==> src/utbg_pkg.sv <==
// Package: register map, field positions, counts and types of the serial port
package utbg_pkg;

	// Register byte offsets on the bus
	localparam logic [7:0] ADR_CTRL   = 8'h00;
	localparam logic [7:0] ADR_DATA   = 8'h04;
	localparam logic [7:0] ADR_TCTL   = 8'h08;
	localparam logic [7:0] ADR_RELOAD = 8'h0c;
	localparam logic [7:0] ADR_TLOW   = 8'h10;
	localparam logic [7:0] ADR_ISTAT  = 8'h14;
	localparam logic [7:0] ADR_IMASK  = 8'h18;

	// serial_control_reg field positions
	localparam int CTL_WLS  = 7;
	localparam int CTL_ONE  = 6;
	localparam int CTL_MCE  = 5;
	localparam int CTL_REN  = 4;
	localparam int CTL_TB9  = 3;
	localparam int CTL_RB9  = 2;
	localparam int CTL_TXF  = 1;
	localparam int CTL_RXF  = 0;

	// Interrupt status and mask positions
	localparam int IRQ_RX = 0;
	localparam int IRQ_TX = 1;

	// Timer control positions
	localparam int TCTL_RUN = 0;
	localparam int TCTL_SEL = 1;

	// Timer clock source codes
	localparam logic [2:0] SRC_SYS  = 3'h0;
	localparam logic [2:0] SRC_DIV4 = 3'h1;
	localparam logic [2:0] SRC_D12  = 3'h2;
	localparam logic [2:0] SRC_D48  = 3'h3;
	localparam logic [2:0] SRC_OSC8 = 3'h4;
	localparam logic [2:0] SRC_EXT  = 3'h5;

	// Prescaler end counts
	localparam logic [1:0] PRE4_END  = 2'h3;
	localparam logic [3:0] PRE12_END = 4'hb;
	localparam logic [1:0] PRE48_END = 2'h3;
	localparam logic [2:0] OSC8_END  = 3'h7;

	// Frame lengths in bits, start and stop included
	localparam logic [3:0] FRAME8 = 4'ha;
	localparam logic [3:0] FRAME9 = 4'hb;

	// Reset values
	localparam logic [7:0] RELOAD_RST = 8'h00;
	localparam logic [1:0] MASK_RST   = 2'h0;

	typedef enum logic {UTBG_RX_IDLE, UTBG_RX_BUSY} utbg_rx_t;

	typedef struct packed {
		logic        cyc;
		logic        stb;
		logic        we;
		logic [7:0]  adr;
		logic [3:0]  sel;
		logic [31:0] dat;
	} utbg_wb_req_t;

	typedef struct packed {
		logic        ack;
		logic [31:0] dat;
	} utbg_wb_rsp_t;

endpackage

==> src/utbg_uart.sv <==
// Serial port with timer-driven bit clock, behind a classic Wishbone slave
`timescale 1ns/1ps

module utbg_uart (
	input  wire logic                    clk_i,
	input  wire logic                    rst_i,
	input  wire utbg_pkg::utbg_wb_req_t  wb_req_i,
	output utbg_pkg::utbg_wb_rsp_t       wb_rsp_o,
	input  wire logic                    rx_i,
	output logic                         tx_o,
	input  wire logic                    ext_osc_i,
	input  wire logic                    timer_external_input_i,
	output logic                         irq_o
);

	// Whole module state
	typedef struct packed {
		logic               ack;
		logic [31:0]        rdat;
		logic               irq;
		logic [2:0]         rx_sync;
		logic [2:0]         osc_sync;
		logic [2:0]         ext_sync;
		logic [3:0]         pre12;
		logic [1:0]         pre48;
		logic [2:0]         osc8;
		logic               word_length_select;
		logic               multidrop_enable;
		logic               rx_enable;
		logic               transmit_ninth_bit;
		logic               received_ninth_bit;
		logic               transmit_done_flag;
		logic               receive_done_flag;
		logic [1:0]         mask;
		logic               run;
		logic [2:0]         csel;
		logic [7:0]         timer_reload_byte;
		logic [7:0]         timer_low_counter;
		logic [7:0]         rx_counter;
		logic               tx_half;
		logic               rx_half;
		logic               tx_busy;
		logic [3:0]         tx_cnt;
		logic [10:0]        tx_shift;
		logic               tx_line;
		utbg_pkg::utbg_rx_t rx_state;
		logic [3:0]         rx_cnt;
		logic [9:0]         rx_shift;
		logic [7:0]         serial_data_buffer;
	} utbg_state_t;

	utbg_state_t state_ff;
	utbg_state_t nxt_state;

	logic        access;
	logic        wr;
	logic        tick;
	logic        osc_edge;
	logic        ext_edge;
	logic        tx_ovf;
	logic        rx_ovf;
	logic        tx_baud;
	logic        rx_sample;
	logic        rx_fall;
	logic        rx_bit;
	logic [3:0]  frame_len;
	logic [9:0]  rx_word;
	logic [7:0]  rx_data;
	logic        rx_ninth;
	logic        set_tx;
	logic        set_rx;
	logic [7:0]  ctrl_view;
	logic [31:0] rd_mux;

	// Next-state logic for bus, timer, transmitter and receiver
	always_comb begin
		nxt_state = state_ff;
		access    = wb_req_i.cyc & wb_req_i.stb & ~state_ff.ack;
		wr        = access & wb_req_i.we & wb_req_i.sel[0];
		set_tx    = 1'b0;
		set_rx    = 1'b0;
		rx_data   = 8'h00;
		rx_ninth  = 1'b0;
		rx_word   = 10'h000;

		// Two-stage synchronisers plus a third stage for edge detect
		nxt_state.rx_sync  = {state_ff.rx_sync[1:0], rx_i};
		nxt_state.osc_sync = {state_ff.osc_sync[1:0], ext_osc_i};
		nxt_state.ext_sync = {state_ff.ext_sync[1:0], timer_external_input_i};
		rx_bit   = state_ff.rx_sync[1];
		rx_fall  = ~state_ff.rx_sync[1] & state_ff.rx_sync[2];
		osc_edge = state_ff.osc_sync[1] & ~state_ff.osc_sync[2];
		ext_edge = state_ff.ext_sync[1] & ~state_ff.ext_sync[2];

		// Prescalers for the divided system clock and oscillator
		if (state_ff.pre12 == utbg_pkg::PRE12_END) begin
			nxt_state.pre12 = 4'h0;
			nxt_state.pre48 = state_ff.pre48 + 2'h1;
		end else begin
			nxt_state.pre12 = state_ff.pre12 + 4'h1;
		end
		if (osc_edge) begin
			nxt_state.osc8 = state_ff.osc8 + 3'h1;
		end

		// Timer clock source select
		unique case (state_ff.csel)
			utbg_pkg::SRC_SYS:  tick = 1'b1;
			utbg_pkg::SRC_DIV4: tick = state_ff.pre12[1:0] == utbg_pkg::PRE4_END;
			utbg_pkg::SRC_D12:  tick = state_ff.pre12 == utbg_pkg::PRE12_END;
			utbg_pkg::SRC_D48:  tick = (state_ff.pre12 == utbg_pkg::PRE12_END) &&
			                           (state_ff.pre48 == utbg_pkg::PRE48_END);
			utbg_pkg::SRC_OSC8: tick = osc_edge && (state_ff.osc8 == utbg_pkg::OSC8_END);
			utbg_pkg::SRC_EXT:  tick = ext_edge;
			default:            tick = 1'b0;
		endcase
		tick = tick & state_ff.run;

		// Transmit counter, 8-bit auto-reload
		tx_ovf = tick && (state_ff.timer_low_counter == 8'hff);
		if (tick) begin
			nxt_state.timer_low_counter = tx_ovf ? state_ff.timer_reload_byte
			                                     : state_ff.timer_low_counter + 8'h01;
		end

		// Hidden receive counter, same reload byte
		rx_ovf = tick && (state_ff.rx_counter == 8'hff);
		if (tick) begin
			nxt_state.rx_counter = rx_ovf ? state_ff.timer_reload_byte
			                              : state_ff.rx_counter + 8'h01;
		end

		// Overflows halved into bit-rate events
		tx_baud = tx_ovf & state_ff.tx_half;
		if (tx_ovf) begin
			nxt_state.tx_half = ~state_ff.tx_half;
		end
		rx_sample = rx_ovf & ~state_ff.rx_half;
		if (rx_ovf) begin
			nxt_state.rx_half = ~state_ff.rx_half;
		end

		frame_len = state_ff.word_length_select ? utbg_pkg::FRAME9
		                                        : utbg_pkg::FRAME8;

		// Transmitter: one bit per halved overflow
		if (state_ff.tx_busy && tx_baud) begin
			if (state_ff.tx_cnt == frame_len) begin
				nxt_state.tx_busy = 1'b0;
			end else begin
				nxt_state.tx_line  = state_ff.tx_shift[0];
				nxt_state.tx_shift = {1'b1, state_ff.tx_shift[10:1]};
				nxt_state.tx_cnt   = state_ff.tx_cnt + 4'h1;
				set_tx = state_ff.tx_cnt == (frame_len - 4'h1);
			end
		end

		// Receiver: start edge realigns the hidden counter
		unique case (state_ff.rx_state)
			utbg_pkg::UTBG_RX_IDLE: begin
				if (state_ff.rx_enable && rx_fall) begin
					nxt_state.rx_state   = utbg_pkg::UTBG_RX_BUSY;
					nxt_state.rx_counter = state_ff.timer_reload_byte;
					nxt_state.rx_half    = 1'b0;
					nxt_state.rx_cnt     = 4'h0;
				end
			end
			utbg_pkg::UTBG_RX_BUSY: begin
				if (rx_sample) begin
					rx_word = {rx_bit, state_ff.rx_shift[9:1]};
					nxt_state.rx_cnt = state_ff.rx_cnt + 4'h1;
					if (state_ff.rx_cnt == 4'h0) begin
						if (rx_bit) begin
							nxt_state.rx_state = utbg_pkg::UTBG_RX_IDLE; // False start
						end
					end else begin
						nxt_state.rx_shift = rx_word;
					end
					if (state_ff.rx_cnt == (frame_len - 4'h1)) begin
						nxt_state.rx_state = utbg_pkg::UTBG_RX_IDLE;
						if (state_ff.word_length_select) begin
							rx_data  = rx_word[7:0];
							rx_ninth = rx_word[8];
						end else begin
							rx_data  = rx_word[8:1];
							rx_ninth = rx_word[9];
						end
						set_rx = ~state_ff.receive_done_flag &&
						         (~state_ff.multidrop_enable || rx_ninth);
					end
				end
			end
		endcase

		// Register writes from the bus
		if (wr) begin
			unique case (wb_req_i.adr)
				utbg_pkg::ADR_CTRL: begin
					nxt_state.word_length_select = wb_req_i.dat[utbg_pkg::CTL_WLS];
					nxt_state.multidrop_enable   = wb_req_i.dat[utbg_pkg::CTL_MCE];
					nxt_state.rx_enable          = wb_req_i.dat[utbg_pkg::CTL_REN];
					nxt_state.transmit_ninth_bit = wb_req_i.dat[utbg_pkg::CTL_TB9];
					nxt_state.received_ninth_bit = wb_req_i.dat[utbg_pkg::CTL_RB9];
				end
				utbg_pkg::ADR_DATA: begin
					if (!state_ff.tx_busy) begin
						nxt_state.tx_busy  = 1'b1;
						nxt_state.tx_cnt   = 4'h0;
						nxt_state.tx_shift = state_ff.word_length_select ?
							{1'b1, state_ff.transmit_ninth_bit, wb_req_i.dat[7:0], 1'b0} :
							{2'b11, wb_req_i.dat[7:0], 1'b0};
					end
				end
				utbg_pkg::ADR_TCTL: begin
					nxt_state.run  = wb_req_i.dat[utbg_pkg::TCTL_RUN];
					nxt_state.csel = wb_req_i.dat[utbg_pkg::TCTL_SEL +: 3];
				end
				utbg_pkg::ADR_RELOAD: nxt_state.timer_reload_byte = wb_req_i.dat[7:0];
				utbg_pkg::ADR_TLOW:   nxt_state.timer_low_counter = wb_req_i.dat[7:0];
				utbg_pkg::ADR_ISTAT: begin
					// Only software clears the done flags
					if (wb_req_i.dat[utbg_pkg::IRQ_RX]) begin
						nxt_state.receive_done_flag = 1'b0;
					end
					if (wb_req_i.dat[utbg_pkg::IRQ_TX]) begin
						nxt_state.transmit_done_flag = 1'b0;
					end
				end
				utbg_pkg::ADR_IMASK:  nxt_state.mask = wb_req_i.dat[1:0];
				default: ;
			endcase
		end

		// Hardware set wins over a clear in the same cycle
		if (set_tx) begin
			nxt_state.transmit_done_flag = 1'b1;
		end
		if (set_rx) begin
			nxt_state.serial_data_buffer = rx_data;
			nxt_state.received_ninth_bit = rx_ninth;
			nxt_state.receive_done_flag  = 1'b1;
		end

		// Interrupt output from unmasked flags
		nxt_state.irq = (state_ff.receive_done_flag & state_ff.mask[utbg_pkg::IRQ_RX]) |
		                (state_ff.transmit_done_flag & state_ff.mask[utbg_pkg::IRQ_TX]);

		// Read data and acknowledge
		ctrl_view = {state_ff.word_length_select, 1'b1, state_ff.multidrop_enable,
		             state_ff.rx_enable, state_ff.transmit_ninth_bit,
		             state_ff.received_ninth_bit, state_ff.transmit_done_flag,
		             state_ff.receive_done_flag};
		unique case (wb_req_i.adr)
			utbg_pkg::ADR_CTRL:   rd_mux = {24'h000000, ctrl_view};
			utbg_pkg::ADR_DATA:   rd_mux = {24'h000000, state_ff.serial_data_buffer};
			utbg_pkg::ADR_TCTL:   rd_mux = {28'h0000000, state_ff.csel, state_ff.run};
			utbg_pkg::ADR_RELOAD: rd_mux = {24'h000000, state_ff.timer_reload_byte};
			utbg_pkg::ADR_TLOW:   rd_mux = {24'h000000, state_ff.timer_low_counter};
			utbg_pkg::ADR_ISTAT:  rd_mux = {30'h0, state_ff.transmit_done_flag,
			                                state_ff.receive_done_flag};
			utbg_pkg::ADR_IMASK:  rd_mux = {30'h0, state_ff.mask};
			default:              rd_mux = 32'h00000000;
		endcase
		nxt_state.ack = access;
		if (access && !wb_req_i.we) begin
			nxt_state.rdat = rd_mux;
		end
	end

	// State register
	always_ff @(posedge clk_i) begin
		if (rst_i) begin
			state_ff                   <= '0;
			state_ff.rx_sync           <= 3'h7;
			state_ff.tx_line           <= 1'b1;
			state_ff.tx_shift          <= 11'h7ff;
			state_ff.timer_reload_byte <= utbg_pkg::RELOAD_RST;
			state_ff.mask              <= utbg_pkg::MASK_RST;
			state_ff.rx_state          <= utbg_pkg::UTBG_RX_IDLE;
		end else begin
			state_ff <= nxt_state;
		end
	end

	// Outputs straight from state
	assign wb_rsp_o.ack = state_ff.ack;
	assign wb_rsp_o.dat = state_ff.rdat;
	assign tx_o         = state_ff.tx_line;
	assign irq_o        = state_ff.irq;

endmodule

==> config.mk <==
export PLATFORM = sky130hd
export DESIGN_NAME = utbg_uart
export DESIGN_NICKNAME = d
export VERILOG_FILES = /design/src/utbg_pkg.sv /design/src/utbg_uart.sv
export SDC_FILE = /design/constraint.sdc
export NUM_CORES = 1
export LEC_CHECK = 0
export ABC_AREA = 1
export BUFFER_PORTS_ARGS = -buffer_cell sky130_fd_sc_hd__clkbuf_2
export CORE_ASPECT_RATIO = 2
export CORE_MARGIN = 5
export CORE_UTILIZATION = 45
export CTS_BUF_LIST = sky130_fd_sc_hd__clkbuf_2 sky130_fd_sc_hd__clkbuf_4 sky130_fd_sc_hd__clkbuf_8
export CTS_CLUSTER_SIZE = 10
export DETAILED_ROUTE_END_ITERATION = 6
export GPL_ROUTABILITY_DRIVEN = 0
export HOLD_SLACK_MARGIN = 0.15
export PLACE_DENSITY_LB_ADDON = 0.15
export SLEW_MARGIN = 20
export SYNTH_ARGS = -nofsm -noshare
export SYNTH_HDL_FRONTEND = slang
export SYNTH_SLANG_ARGS = --single-unit
==> constraint.sdc <==
create_clock -name clk_i -period 5.4 [get_ports clk_i]
set_clock_uncertainty 0.05 [all_clocks]
set_input_delay 0 -clock clk_i [delete_from_list [all_inputs] [get_ports clk_i]]
set_output_delay 0 -clock clk_i [all_outputs]
set_load 0.05 [all_outputs]
# Word-level counts from Yosys, hierarchy flattened
# Index checks and enable logic that the tools add are counted.
dict set report totals {
  ff_bits 131
  inputBits 52
  word_cells 171
}
dict set report op_classes {
  addsub 8
  eq_ne 22
  mux 54
  n_bitwise 24
  reduce_logical 31
}
# cell n
set ops {}
lappend ops {{$mux W8} 12}
lappend ops {{$mux W16} 4}
lappend ops {{$pmux W8 S7} 1}
lappend ops {{$mux W1} 26}
lappend ops {{$mux W25} 1}
lappend ops {{$eq A8 B5 Y1 const B} 3}
lappend ops {{$mux W10} 2}
lappend ops {{$mux W17} 1}
lappend ops {{$add A8 B1 Y8 const B} 2}
lappend ops {{$eq A8 B4 Y1 const B} 2}
lappend ops {{$eq A8 B8 Y1 const B} 2}
lappend ops {{$mux W15} 1}
lappend ops {{$reduce_and A2 Y1} 7}
lappend ops {{$reduce_bool A2 Y1} 7}
lappend ops {{$add A4 B1 Y4 const B} 3}
lappend ops {{$and A1 B1 Y1} 12}
lappend ops {{$eq A4 B4 Y1} 3}
lappend ops {{$not A1 Y1} 11}
lappend ops {{$pmux W5 S2} 1}
lappend ops {{$eq A3 B3 Y1 const B} 3}
lappend ops {{$reduce_and A3 Y1} 3}
lappend ops {{$eq A8 B3 Y1 const B} 1}
lappend ops {{$logic_and A1 B1 Y1} 8}
lappend ops {{$logic_not A8 Y1} 1}
lappend ops {{other kinds (19)} 22}

# Longest topological paths before layout
dict set report depth {
  ltp_word 16
  depth_mapped 17
  ltp_nobuf 15
}

# Worst setup path after synthesis
# OpenSTA, ideal clock, no wires.
dict set report synth_timing {
  path_kind {register to register}
  start {register state_ff[84] in the netlist's numbering}
  end {register state_ff (netlist bit ctrl_view[0])}
  setup_ns 0.071
  arrival_time_ns 2.226
  required_time_ns 5.279
  setup_slack_ns 3.054
  stages_incl_launch_ff 17
  path_buffers 2
  synth_period_minus_slack_ns 2.346
  path_cell_list {dfxtp_1 ha_1 nand3b_4 nand2_1 inv_1 nor2_4 nand2_1 buf_2 nor2_1 ha_1 nand2_1 nor2_1 nand2_1 nor2_2 buf_4 inv_1 a21oi_1}
}
dict set report synth_between {
  elab_chain_cells 10
  elab_cells_between_ends 14
  classes_between {eq/ne (2); mux (4); bitwise (2); reduce/logical (6)}
}
# item line_no
set synth_lines {}
lappend synth_lines {{start: declaration} utbg_uart.sv:52} ;# utbg_state_t state_ff;
lappend synth_lines {{start signal: assignment} utbg_uart.sv:281} ;# state_ff <= nxt_state;
lappend synth_lines {{$eq A4 B4 Y1} {utbg_uart.sv:110, utbg_uart.sv:111}}
lappend synth_lines {{$logic_and A1 B1 Y1} utbg_uart.sv:111} ;# utbg_pkg::SRC_D48: tick = (state_ff.pre12 == utbg_pkg::PRE12_END) &&
lappend synth_lines {{$pmux W1 S6 (*)} utbg_uart.sv:107} ;# unique case (state_ff.csel)
lappend synth_lines {{$and A1 B1 Y1 (*)} utbg_uart.sv:117} ;# tick = tick & state_ff.run;
lappend synth_lines {{$logic_and A1 B1 Y1 (*)} utbg_uart.sv:127} ;# rx_ovf = tick && (state_ff.rx_counter == 8'hff);
lappend synth_lines {{$and A1 B1 Y1 (*)} utbg_uart.sv:138} ;# rx_sample = rx_ovf & ~state_ff.rx_half;
lappend synth_lines {{$mux W1 (*)} utbg_uart.sv:169} ;# if (rx_sample) begin
lappend synth_lines {{$mux W1 (*)} utbg_uart.sv:159} ;# unique case (state_ff.rx_state)
lappend synth_lines {{$reduce_bool A2 Y1 (no line)} -}
lappend synth_lines {{$reduce_and A3 Y1 (no line)} -}
# Mark *: on every way between the ends. The rest lies on a longest branch, timed or not.
# A chain may end at the register's enable or synchronous reset.

# Worst setup path after layout
dict set report layout_timing {
  start {register state_ff[84] in the netlist's numbering}
  end {register state_ff[0] in the netlist's numbering}
}
dict set report layout_between {
  elab_chain_cells 8
  elab_cells_between_ends 11
  classes_between {eq/ne (2); mux (5); bitwise (2); reduce/logical (2)}
}
# item line_no
set layout_lines {}
lappend layout_lines {{$eq A4 B4 Y1} {utbg_uart.sv:110, utbg_uart.sv:111}}
lappend layout_lines {{$logic_and A1 B1 Y1} utbg_uart.sv:111}
lappend layout_lines {{$pmux W1 S6 (*)} utbg_uart.sv:107}
lappend layout_lines {{$and A1 B1 Y1 (*)} utbg_uart.sv:117}
lappend layout_lines {{$logic_and A1 B1 Y1 (*)} utbg_uart.sv:127}
lappend layout_lines {{$and A1 B1 Y1 (*)} utbg_uart.sv:138}
lappend layout_lines {{$mux W8 or $mux W1 (tied branches)} utbg_uart.sv:169}
lappend layout_lines {{$mux W8 or $mux W1 (tied branches)} utbg_uart.sv:159}
# Marks and branches as above.

==> run summary <==
NumNets Final = 862
Wirelength per Cell = 14.2 um
Final core area utilization = 0.502
Layout cells sized above 1 = 0.101
Met1 usage = 0.203
Max stage delay on crit path = 480 ps
Final Critical Period = 3020 ps
Syn Area/Cell = 7.05 um^2
Area of the multi-input gates = 0.00261 mm^2
Cell Count, Final, Fillers Out = 950
Worst setup SP type = flop
P_leak = 2.64 nW
Worst path slowest cell = nor2_2
Root Driver = clkbuf_8
Post-detail-place hpwl = 10,200 um
Setup TNS = 0 ps
Placed Area = 0.00549 mm^2
Core Region = 0.0118 mm^2
Relative slew slack = 0.494
Via-to-Cell Ratio = 5.05
DIE WIDTH = 87.6 um
Register area = 0.00212 mm^2
Met3 usage = 0.0233
CTS tree = done
Tcrit/Tclk final = 0.560
Critical Path Fanout Max = 19
Setup violations, final = 0
Most frequent cells in the layout = nand2_1, dfxtp_1, inv_1
Post-route DRC = 0
Final Slew Violations = 0
CTS buffer count = 9
GRT Overall Usage = 0.193
Total of max-cap violations = 0
Clock slew at reported path FFs = 100 ps
Post-Place Cells = 913
Worst path cell trace = ha_1, nand3b_4, nand2_1, inv_1, nor2_4, nand2_1, nor2_1, ha_1, nand2_1, nor2_1, nand2_1, nor2_2, o21ai_0, a31oi_1
Status = finished, final reports clean
M2 GR Usage = 0.369
CTS sink cnt = 106
Grt total ovfl = 0
Most frequent CP cell = nand2_1
Synth-to-layout area growth = 8.95%
DR iter-0 viols = 249
Clk buf depth = 2
ANT nets after route = 0
# IOs = 87
Initial Util = 0.461
First-pass GRT wire length = 21,700 um
Final Hold Vio Count = 0
Initial antenna violation count = 0
Data required time of the worst path = 5650 ps
Post-CTS Resized = 0
Pwr dens = 239 mW/mm^2
Critical Path AT = 3280 ps
Mapped Cells = 769
Max Clk Rate = 0.331 GHz
Hold crit path type = in -> reg
Height of the die = 165 um
Vias in the first global route = 4,607
Final wirelength = 13,500 um
Sequential area share after synthesis = 0.391
ANT cells = 0
Unique masters post-synth = 39
Vias = 4,802
Synth Register Bits = 106
Worst-Skew Late Latency = 380 ps
Cell Area, Synth = 0.00542 mm^2
Die Area = 0.0145 mm^2
Largest net degree at the start of global routing = 67
Commonest non-fill, non-tap cell in the layout = nand2_1
Peak supply drop = 0.000151 V
GRT Max-Usage Layer = met2
First-pass detailed-route iteration total = 4
Buffers added on ports = 35
Final instance area = 0.00591 mm^2
H-tree levels = 3
Setup crit end kind = flop
# fillers = 1,224
Worst-Margin Slew = 759 ps
Ys Warns = 0
Row Count = 56
CP Class = reg -> reg
RSZ-0062 raised after global routing = no
## metrics by stage
step | hold WS [ps] | power [mW] | setup WS [ps]
CTS | 154 | 1.42 | 2330
floorplan | 53.8 | 0.893 | 3050
global placement | 141 | 0.900 | 2410
global route | 218 | 1.47 | 1950
detailed placement | 142 | 0.902 | 2350
finish | 167 | 1.41 | 2380
## power by group
| group | leakage (nW) | total, mW | internal (mW) | switching [mW] |
|---|---|---|---|---|
| registers | 0.857 | 0.790 | 0.787 | 0.00318 |
| logic | 1.68 | 0.104 | 0.0265 | 0.0774 |
| clock network | 0.108 | 0.515 | 0.236 | 0.279 |
## cell families after synthesis
group	after synthesis	share of synthesized area
and+or+nand+nor	303	0.254
AOI/OAI and AO/OA	173	0.170
buffers and inverters	165	0.143
DFF	106	0.391
xor gates and xnor gates	11	0.0178
adders and majority gates	10	0.0231
other	1	0.000692
## cell usage after synthesis (all sizes together)
| cell type | number | area, um^2 |
|---|---|---|
| nand3 | 52 | 290 |
| a31oi | 9 | 56.3 |
| buf | 44 | 322 |
| a211oi | 2 | 15.0 |
| clkbuf | 16 | 60.1 |
| a21oi | 61 | 309 |
| xor2 | 7 | 61.3 |
| nor2 | 59 | 268 |
| nand2 | 167 | 629 |
| inv | 103 | 387 |
| ha | 10 | 125 |
| a2111oi | 1 | 8.76 |
| or2 | 3 | 18.8 |
| nand3b | 3 | 47.6 |
| conb | 1 | 3.75 |
| o21ai | 88 | 444 |
| o22ai | 4 | 25.0 |
| nand4 | 15 | 93.8 |
| o211ai | 7 | 52.6 |
| dfxtp | 106 | 2120 |
| clkinv | 2 | 8.75 |
| xnor2 | 4 | 35.0 |
| nor3 | 4 | 30.0 |
| a221oi | 1 | 8.76 |
## flip-flops by register name (all words and copies together) (netlist names)
register / cells
wb_rsp_o: 9
ctrl_view: 7
state_ff: 82
irq_o: 1
nxt_state: 6
tx_o: 1
## area by class of cell
class                   count  area share
multi-input cells         521       0.442
flip-flops and latches    106       0.359
inverters                 105      0.0669
repair buffers             57      0.0665
well taps                 145      0.0307
clock buffers              11      0.0246
clock inverters             5      0.0104
## metal layers
layer	part of all wire	wire length, um
met1	0.38	5180
met2	0.54	7340
met3	0.033	438
met4	0.039	520
met5	0	0
## worst max-delay path, delay by kind of cell (launching register included)
kind,cells,cell delay (ps)
fa+ha+maj,2,480
buf+inv,1,60
compound gates,2,350
flops,1,370
simple gates,9,1640
## final timing paths
check	from	end	slack (ps)	depth (start not counted)
worst max-delay path	state_ff[84]	state_ff[0]	2380	14
worst min-delay path	wb_req_i[36]	ctrl_view[0]	170	7
worst max register to register	state_ff[84]	state_ff[0]	2380	14
worst min register to register	nxt_state[89]	nxt_state[90]	360	2
## timing repair
item,4_1_cts,5_1_grt
setup buffers,0,0
hold endpoints to repair,50,0
hold buffers,21,0
Power figures use the tool's default switching activity.
